==> config.mk <==
export PLATFORM = sky130hd
export DESIGN_NAME = hbi_top
export DESIGN_NICKNAME = d
export VERILOG_FILES = /design/src/include/hbi_pkg.sv /design/src/rtl/hbi_top.sv /design/src/rtl/hbi_tick.sv
export SDC_FILE = /design/constraint.sdc
export NUM_CORES = 1
export LEC_CHECK = 0
export BUFFER_PORTS_ARGS = -buffer_cell sky130_fd_sc_hd__buf_2
export CAP_MARGIN = 5
export CORE_MARGIN = 3
export CORE_UTILIZATION = 44
export CTS_CLUSTER_SIZE = 10
export DETAILED_ROUTE_END_ITERATION = 6
export HOLD_SLACK_MARGIN = 0.02
export PLACE_DENSITY_LB_ADDON = 0.12
export SKIP_CTS_REPAIR_TIMING = 1
export SYNTH_ARGS = -nofsm -noshare
export SYNTH_HDL_FRONTEND = slang
export SYNTH_SLANG_ARGS = --single-unit
==> constraint.sdc <==
create_clock -name pclk -period 7.28 [get_ports pclk]
set_input_delay 2.184 -clock pclk [delete_from_list [all_inputs] [get_ports pclk]]
set_output_delay 2.184 -clock pclk [all_outputs]
set_load 0.05 [all_outputs]
==> src/include/hbi_pkg.sv <==
package hbi_pkg;
    localparam int unsigned CLK_HZ          = 125_000_000;
    localparam int unsigned TICK_MS         = 10;
    localparam int unsigned TICK_CYCLES     = CLK_HZ / 1000 * TICK_MS;

    localparam logic [11:0] ADDR_CTRL       = 12'h000;
    localparam logic [11:0] ADDR_STOP_DLY   = 12'h004;
    localparam logic [11:0] ADDR_RUN_SPD    = 12'h008;
    localparam logic [11:0] ADDR_RUN_TMO    = 12'h00C;
    localparam logic [11:0] ADDR_OUT_FUNC   = 12'h010;
    localparam logic [11:0] ADDR_STATUS     = 12'h014;

    localparam logic [1:0]  PIN_SEL_RST     = 2'h0;
    localparam logic [5:0]  STOP_DLY_RST    = 6'h00;
    localparam logic [5:0]  STOP_DLY_MAX    = 6'h32;
    localparam logic [13:0] RUN_SPD_RST     = 14'h0064;
    localparam logic [13:0] RUN_SPD_MAX     = 14'h2710;
    localparam logic [6:0]  RUN_TMO_RST     = 7'h32;
    localparam logic [6:0]  RUN_TMO_MAX     = 7'h64;
    localparam logic [9:0]  OUT_FUNC_RST    = 10'h0D2;
    localparam logic [9:0]  OUT_FUNC_MIN    = 10'h06E;
    localparam logic [9:0]  OUT_FUNC_MAX    = 10'h29A;

    localparam int unsigned CTRL_PIN_SEL_LSB = 0;
    localparam int unsigned ST_BRAKE_BIT     = 0;
    localparam int unsigned ST_MOTOR_BIT     = 1;
    localparam int unsigned ST_STATE_LSB     = 4;

    typedef enum logic [1:0] {
        HBI_OFF     = 2'b00,
        HBI_ON      = 2'b01,
        HBI_STOP_DL = 2'b10,
        HBI_RUN_WT  = 2'b11
    } hbi_state_t;
endpackage : hbi_pkg

==> src/rtl/hbi_top.sv <==
// Contract
// - Drive controls brake itself, no host command
// - Brake pin select 0..3, 0 unassigned
// - Stopped: motor on for delay after brake
// - Zero delay: motor off with brake together
// - Running speed threshold 0..10000 rpm, default 100
// - Running timeout 0..100 ticks, default 50
// - Running timing on servo-on drop or alarm
// - Output function code 110..666, default 210
// - Digit decode 0..6 to status functions
`timescale 1ns/1ps
`default_nettype none
module hbi_top #(
    parameter int unsigned TICK_CYCLES = hbi_pkg::TICK_CYCLES
) (
    input  wire logic        pclk,
    input  wire logic        presetn,
    input  wire logic        psel,
    input  wire logic        penable,
    input  wire logic        pwrite,
    input  wire logic [11:0] paddr,
    input  wire logic [31:0] pwdata,
    output logic [31:0]      prdata,
    output logic             pready,
    output logic             pslverr,
    input  wire logic        servo_on_in,
    input  wire logic        alarm_in,
    input  wire logic [13:0] motor_speed,
    input  wire logic        position_complete,
    input  wire logic        speed_coincide,
    input  wire logic        rotation_detect,
    input  wire logic        servo_ready,
    input  wire logic        current_limit,
    input  wire logic        overload_warn,
    input  wire logic        overload_fault,
    output logic             motor_enable,
    output logic             brake_interlock_out,
    output logic [2:0]       out_pair_n
);
    logic [1:0]  brake_pin_select_r;
    logic [5:0]  stop_brake_delay_r;
    logic [13:0] run_brake_speed_level_r;
    logic [6:0]  run_brake_timeout_r;
    logic [9:0]  output_function_select_r;
    logic        son_s1_r, son_s2_r, alm_s1_r, alm_s2_r;
    logic        son_sync, alm_sync, servo_req, tick;
    hbi_pkg::hbi_state_t state_r, state_nxt;
    logic [6:0]  cnt_r, cnt_nxt;
    logic [3:0]  dig0, dig1, dig2;
    logic [2:0]  func_pair;
    logic        wr_en, rd_en;

    // Digit extraction for a three-digit decimal code
    function automatic logic [3:0] dec_digit(input logic [9:0] v, input int unsigned pos);
        logic [9:0] q;
        q = v;
        for (int i = 0; i < 2; i++) begin
            if (i < pos) q = 10'(q / 10);
        end
        return 4'(q % 10);
    endfunction : dec_digit

    // Function selection of one pair, active-level status
    function automatic logic sel_func(input logic [3:0] d, input logic first_pair,
                                      input logic pc, input logic sc, input logic rd,
                                      input logic sr, input logic cl, input logic bk,
                                      input logic ow, input logic of);
        logic r;
        r = 1'b0;
        case (d)
            4'h0:    r = first_pair ? (pc | sc) : 1'b0;
            4'h1:    r = rd;
            4'h2:    r = sr;
            4'h3:    r = cl;
            4'h4:    r = bk;
            4'h5:    r = ow;
            4'h6:    r = of;
            default: r = 1'b0;
        endcase
        return r;
    endfunction : sel_func

    hbi_tick #(
        .CYCLES (TICK_CYCLES)
    ) u_tick (
        .pclk    (pclk),
        .presetn (presetn),
        .tick    (tick)
    );

    // Servo-on and alarm pin inputs pass two flip-flops
    always_ff @(posedge pclk or negedge presetn) begin
        if (!presetn) begin
            son_s1_r <= 1'b0;
            son_s2_r <= 1'b0;
        end else begin
            son_s1_r <= servo_on_in;
            son_s2_r <= son_s1_r;
        end
    end

    always_ff @(posedge pclk or negedge presetn) begin
        if (!presetn) begin
            alm_s1_r <= 1'b0;
            alm_s2_r <= 1'b0;
        end else begin
            alm_s1_r <= alarm_in;
            alm_s2_r <= alm_s1_r;
        end
    end
    assign son_sync  = son_s2_r;
    assign alm_sync  = alm_s2_r;
    assign servo_req = son_sync & ~alm_sync;

    assign pready  = 1'b1;
    assign wr_en   = psel & penable & pwrite;
    assign rd_en   = psel & penable & ~pwrite;
    assign pslverr = psel & penable & ((paddr > hbi_pkg::ADDR_STATUS) | (paddr[1:0] != 2'h0));

    // Settings; out-of-range writes are ignored
    always_ff @(posedge pclk or negedge presetn) begin
        if (!presetn) begin
            brake_pin_select_r       <= hbi_pkg::PIN_SEL_RST;
            stop_brake_delay_r       <= hbi_pkg::STOP_DLY_RST;
            run_brake_speed_level_r  <= hbi_pkg::RUN_SPD_RST;
            run_brake_timeout_r      <= hbi_pkg::RUN_TMO_RST;
            output_function_select_r <= hbi_pkg::OUT_FUNC_RST;
        end else if (wr_en && !pslverr) begin
            if (paddr == hbi_pkg::ADDR_CTRL) begin
                // Values above 3 are refused, not truncated
                if (pwdata[31:2] == 30'h0)
                    brake_pin_select_r <= pwdata[hbi_pkg::CTRL_PIN_SEL_LSB +: 2];
            end else if (paddr == hbi_pkg::ADDR_STOP_DLY) begin
                if (pwdata <= 32'(hbi_pkg::STOP_DLY_MAX))
                    stop_brake_delay_r <= pwdata[5:0];
            end else if (paddr == hbi_pkg::ADDR_RUN_SPD) begin
                if (pwdata <= 32'(hbi_pkg::RUN_SPD_MAX))
                    run_brake_speed_level_r <= pwdata[13:0];
            end else if (paddr == hbi_pkg::ADDR_RUN_TMO) begin
                if (pwdata <= 32'(hbi_pkg::RUN_TMO_MAX))
                    run_brake_timeout_r <= pwdata[6:0];
            end else if (paddr == hbi_pkg::ADDR_OUT_FUNC) begin
                if (pwdata >= 32'(hbi_pkg::OUT_FUNC_MIN) &&
                    pwdata <= 32'(hbi_pkg::OUT_FUNC_MAX) &&
                    dec_digit(pwdata[9:0], 0) <= 4'h6 &&
                    dec_digit(pwdata[9:0], 1) inside {[4'h1:4'h6]} &&
                    dec_digit(pwdata[9:0], 2) inside {[4'h1:4'h6]})
                    output_function_select_r <= pwdata[9:0];
            end
        end
    end

    always_ff @(posedge pclk or negedge presetn) begin
        if (!presetn) begin
            prdata <= 32'h0000_0000;
        end else if (psel && !penable && !pwrite) begin
            if (paddr == hbi_pkg::ADDR_CTRL) begin
                prdata <= {30'h0, brake_pin_select_r};
            end else if (paddr == hbi_pkg::ADDR_STOP_DLY) begin
                prdata <= {26'h0, stop_brake_delay_r};
            end else if (paddr == hbi_pkg::ADDR_RUN_SPD) begin
                prdata <= {18'h0, run_brake_speed_level_r};
            end else if (paddr == hbi_pkg::ADDR_RUN_TMO) begin
                prdata <= {25'h0, run_brake_timeout_r};
            end else if (paddr == hbi_pkg::ADDR_OUT_FUNC) begin
                prdata <= {22'h0, output_function_select_r};
            end else if (paddr == hbi_pkg::ADDR_STATUS) begin
                prdata <= {26'h0, state_r, 2'h0, motor_enable, brake_interlock_out};
            end else begin
                prdata <= 32'h0000_0000;
            end
        end
    end

    // Brake sequencing is owned here; no brake command port exists
    always_comb begin
        state_nxt = state_r;
        cnt_nxt   = cnt_r;
        case (state_r)
            hbi_pkg::HBI_OFF: begin
                if (servo_req) state_nxt = hbi_pkg::HBI_ON;
            end
            hbi_pkg::HBI_ON: begin
                if (!servo_req) begin
                    if (motor_speed < run_brake_speed_level_r) begin
                        cnt_nxt = {1'b0, stop_brake_delay_r};
                        state_nxt = (stop_brake_delay_r == 6'h00) ? hbi_pkg::HBI_OFF
                                                                  : hbi_pkg::HBI_STOP_DL;
                    end else begin
                        cnt_nxt   = run_brake_timeout_r;
                        state_nxt = hbi_pkg::HBI_RUN_WT;
                    end
                end
            end
            hbi_pkg::HBI_STOP_DL: begin
                if (tick) cnt_nxt = cnt_r - 7'h01;
                if (tick && cnt_r == 7'h01) state_nxt = hbi_pkg::HBI_OFF;
            end
            hbi_pkg::HBI_RUN_WT: begin
                if (tick && cnt_r != 7'h00) cnt_nxt = cnt_r - 7'h01;
                if (motor_speed < run_brake_speed_level_r || cnt_r == 7'h00 ||
                    (tick && cnt_r == 7'h01)) state_nxt = hbi_pkg::HBI_OFF;
            end
            default: state_nxt = hbi_pkg::HBI_OFF;
        endcase
    end

    always_ff @(posedge pclk or negedge presetn) begin
        if (!presetn) begin
            state_r <= hbi_pkg::HBI_OFF;
            cnt_r   <= 7'h00;
        end else begin
            state_r <= state_nxt;
            cnt_r   <= cnt_nxt;
        end
    end

    // Motor output stays on through the stop delay and the running wait
    always_ff @(posedge pclk or negedge presetn) begin
        if (!presetn) begin
            motor_enable <= 1'b0;
        end else begin
            motor_enable <= (state_nxt != hbi_pkg::HBI_OFF);
        end
    end

    // Brake held released in the running wait until speed or timeout trips
    always_ff @(posedge pclk or negedge presetn) begin
        if (!presetn) begin
            brake_interlock_out <= 1'b1;
        end else begin
            brake_interlock_out <= (state_nxt == hbi_pkg::HBI_OFF) ||
                                   (state_nxt == hbi_pkg::HBI_STOP_DL);
        end
    end

    assign dig0 = dec_digit(output_function_select_r, 0);
    assign dig1 = dec_digit(output_function_select_r, 1);
    assign dig2 = dec_digit(output_function_select_r, 2);

    always_comb begin
        func_pair[0] = sel_func(dig0, 1'b1, position_complete, speed_coincide, rotation_detect,
                                servo_ready, current_limit, brake_interlock_out,
                                overload_warn, overload_fault);
        func_pair[1] = sel_func(dig1, 1'b0, position_complete, speed_coincide, rotation_detect,
                                servo_ready, current_limit, brake_interlock_out,
                                overload_warn, overload_fault);
        func_pair[2] = sel_func(dig2, 1'b0, position_complete, speed_coincide, rotation_detect,
                                servo_ready, current_limit, brake_interlock_out,
                                overload_warn, overload_fault);
    end

    // Pin select overrides function code on the chosen pair; outputs are active low
    always_ff @(posedge pclk or negedge presetn) begin
        if (!presetn) begin
            out_pair_n <= 3'h7;
        end else begin
            for (int p = 0; p < 3; p++) begin
                if (brake_pin_select_r == 2'(p + 1))
                    out_pair_n[p] <= ~brake_interlock_out;
                else
                    out_pair_n[p] <= ~func_pair[p];
            end
        end
    end
endmodule : hbi_top
`default_nettype wire

==> src/rtl/hbi_tick.sv <==
`timescale 1ns/1ps
`default_nettype none
module hbi_tick #(
    parameter int unsigned CYCLES = 1250000
) (
    input  wire logic pclk,
    input  wire logic presetn,
    output logic      tick
);
    logic [31:0] cnt_r;

    always_ff @(posedge pclk or negedge presetn) begin
        if (!presetn) begin
            cnt_r <= 32'h0000_0000;
            tick  <= 1'b0;
        end else if (cnt_r == CYCLES - 1) begin
            cnt_r <= 32'h0000_0000;
            tick  <= 1'b1;
        end else begin
            cnt_r <= cnt_r + 32'h0000_0001;
            tick  <= 1'b0;
        end
    end
endmodule : hbi_tick
`default_nettype wire

==> flow_summary.json <==
{
  "routed_wl_um": 31500,
  "worst_slack_ps": -827,
  "coreArea_um2": 22000,
  "row_count": 54,
  "synth-edff-count": 0,
  "cp_top_family": "compound AO/OA/AOI/OAI gates",
  "pwr-share-clk_pct": 28.0,
  "status": "finished with violations",
  "synth_top_area_share_pct": 22.8,
  "reg2reg_slack_ps": 150,
  "cp.arrival_ps": 8320,
  "nNetsFinal": 1593,
  "register_area_um2": 2620,
  "p_seq_share_pct": 34.8,
  "antenna_found_initial": 0,
  "antenna_left": 0,
  "grt_pass1_vias": 9465,
  "drc": 0,
  "port_buffers": 91,
  "synth.most_common_cell": "nand2_1",
  "wl_per_cell_um": 17.8,
  "crit_type": "in -> reg",
  "max_stage_delay_ps": 420,
  "pwr-share-comb_pct": 37.2,
  "peakVddDrop_uv": 114,
  "cts.sinks": 104,
  "layout-drive-gt1-share_pct": 30.7,
  "vias_per_cell": 5.90,
  "htree_levels": 3,
  "synth_sequential_area_ratio_pct": 26.6,
  "synth.area.top_cells": "dfrtp_1 23%, nand2_1 4.9%, o21ai_0 4.6%",
  "hold_path_end": "son_s2_r$_DFF_PN0_",
  "hpwl_um": 24200,
  "skew_ps": 7.67,
  "end_kind": "flip-flop",
  "cts_buffers": 9,
  "max_cap_violations": 0,
  "num_antenna_cells": 0,
  "dp_cells": 1728,
  "dr.pass1.iters": 5,
  "grt_pass1_wl_um": 49800,
  "hold_path_depth": 0,
  "synth-seq-cells": 104,
  "multi_input_area_um2": 7260,
  "slew_headroom_pct": 28.2,
  "die_w_um": 156,
  "hold_class": "reg -> reg",
  "fin_setup_tns_ps": -7530,
  "setup_viol": 10,
  "die_y_um": 156,
  "synth.distinct_cells": 103,
  "instances_no_fill": 1772,
  "post_synth.cell_area_avg_um2": 7.82,
  "netSwitchingFraction_pct": 34.3,
  "min_period_ps": 8110,
  "io_pins": 111,
  "ys_async_sr_fraction_pct": 100,
  "cts_tree": "built",
  "switchingPower_w": 0.000588,
  "syn_inst": 1261,
  "place_ws_ps": -1300,
  "utilization_pct": 58.3,
  "worstPathMaxFanout": 7,
  "cp_num_buf_inv": 10,
  "rr_endpoint": "out_pair_n[2]$_DFF_PN1_",
  "reg2regPathDepth": 32,
  "insertion_delay_ps": 350,
  "gp_congestion": 0.885,
  "nFillCells": 1986,
  "syn2layout_area_growth_pct": 29.8,
  "leakage_nw": 5.74,
  "min_from": "son_s1_r$_DFF_PN0_",
  "power.density_nw_per_um2": 134,
  "max_freq_ghz": 0.123,
  "grt_setup_unrepaired": "true",
  "violations": "negative setup slack",
  "yosys.area.top_type": "dfrtp_1",
  "clk_pin_slew_ps": 80,
  "clk_path_buf_depth": 2,
  "initial_utilization_pct": 44.9,
  "root_buffer": "clkbuf_16",
  "drt-initial-drc-count": 761,
  "timing.rr.start": "output_function_select_r[8]$_DFFE_PN0P_",
  "cp_slowest_cell": "a2111o_1",
  "critPathRequiredTime_ps": 7500,
  "grtUsageTotal_pct": 24.8,
  "slew_viol_final": 0,
  "tightest_slew_ps": 1070,
  "synthTopCellsByCount": "129 x nand2_1, 103 x nor2_1, 91 x o21ai_0",
  "via_count": 10500,
  "hold_viol": 0,
  "ys.warnings.count": 0,
  "grt_max_degree": 72,
  "cp-start-kind": "primary input",
  "period_share_pct": 111,
  "die_area_um2": 24300,
  "synth_area_um2": 9860,
  "ys.flop_type": "dfrtp_1",
  "p_int_w": 0.00112,
  "overflow": 0
}
-- layer usage --
layer	share of wire, %	GRT usage (%)	wire length (µm)	vias to the layer above
met4	0.99	3.24	311	0
met3	5.3	3.25	1660	23
met1	48	37.4	15200	5001
met5	0	0	0	-
met2	45	39.0	14300	309
li1	-	-	-	5126
-- power by group through the flow --
| stage | logic, W | registers, W | clock network (W) |
|---|---|---|---|
| after global routing | 0.000692 | 0.000597 | 0.000516 |
| after CTS | 0.000578 | 0.000596 | 0.000493 |
| after global placement | 0.000571 | 0.000606 | 0 |
| after detailed placement | 0.000575 | 0.000607 | 0 |
| final | 0.000637 | 0.000596 | 0.000480 |
| after floorplan | 0.000320 | 0.000622 | 0 |
-- stage by stage --
stage                     instance area, µm²  hold WS (ps)  power [W]
final                                  12800           353    0.00171
after global routing                   12800           387    0.00180
after CTS                              12100           356    0.00167
after detailed placement               11800           337    0.00118
after global placement                 11800           334    0.00118
after floorplan                        10200           331   0.000941
-- worst max-delay path by stage --
stage / from / endpoint / slack [ps] / cells past startpoint
finish: pwdata[7] / output_function_select_r[5]$_DFFE_PN0P_ / -830 / 37
global route: pwdata[7] / output_function_select_r[5]$_DFFE_PN0P_ / -1120 / 38
CTS: pwdata[8] / output_function_select_r[9]$_DFFE_PN0P_ / -980 / 35
detailed placement: pwdata[8] / output_function_select_r[0]$_DFFE_PN0P_ / -1300 / 35
global placement: pwdata[8] / output_function_select_r[8]$_DFFE_PN0P_ / -1080 / 34
floorplan: pwdata[8] / output_function_select_r[0]$_DFFE_PN0P_ / -1190 / 36
-- flip-flops by register name, summed over array words and instances (netlist names), 2 cells and up --
signal / cells
run_brake_timeout_r: 7
state_r: 2
out_pair_n: 3
prdata: 14
u_tick.cnt_r: 32
brake_pin_select_r: 2
output_function_select_r: 10
run_brake_speed_level_r: 14
stop_brake_delay_r: 6
cnt_r: 7
-- layout make-up --
class                   count  share of cell area [%]
clock buffers               9                    1.76
flip-flops and latches    104                    20.5
repair buffers            288                    15.8
multi-input cells        1017                    56.7
well taps                 280                    2.74
clock inverters             7                   0.537
inverters                  67                    2.02
-- cells in the final DEF (no fill, tap or decap), drive strengths merged, types with 16 or more instances in the layout --
cell type / instances
xnor2: 36
nand3: 50
a211oi: 21
and3: 16
nor3: 30
nand2b: 19
ha: 34
mux2i: 27
inv: 69
nor4: 22
dfrtp: 90
nor2b: 16
a31oi: 20
mux2: 18
buf: 288
conb: 19
nor2: 103
a21oi: 83
o21ai: 97
nand2: 130
-- cells by family (layout without fill, tap and decap cells) --
kind of cell / count (synthesis) / after routing / share of synthesized area, %
xor+xnor: 49 / 49 / 4.35
simple gates: 467 / 467 / 24.1
fa+ha+maj: 38 / 38 / 4.73
flops: 104 / 104 / 26.6
other cells: 2 / 19 / 0.0761
mux: 46 / 46 / 5.06
buf+inv: 157 / 371 / 7.29
compound gates: 398 / 398 / 27.8
Note: power is estimated with default switching activity, not from simulation.
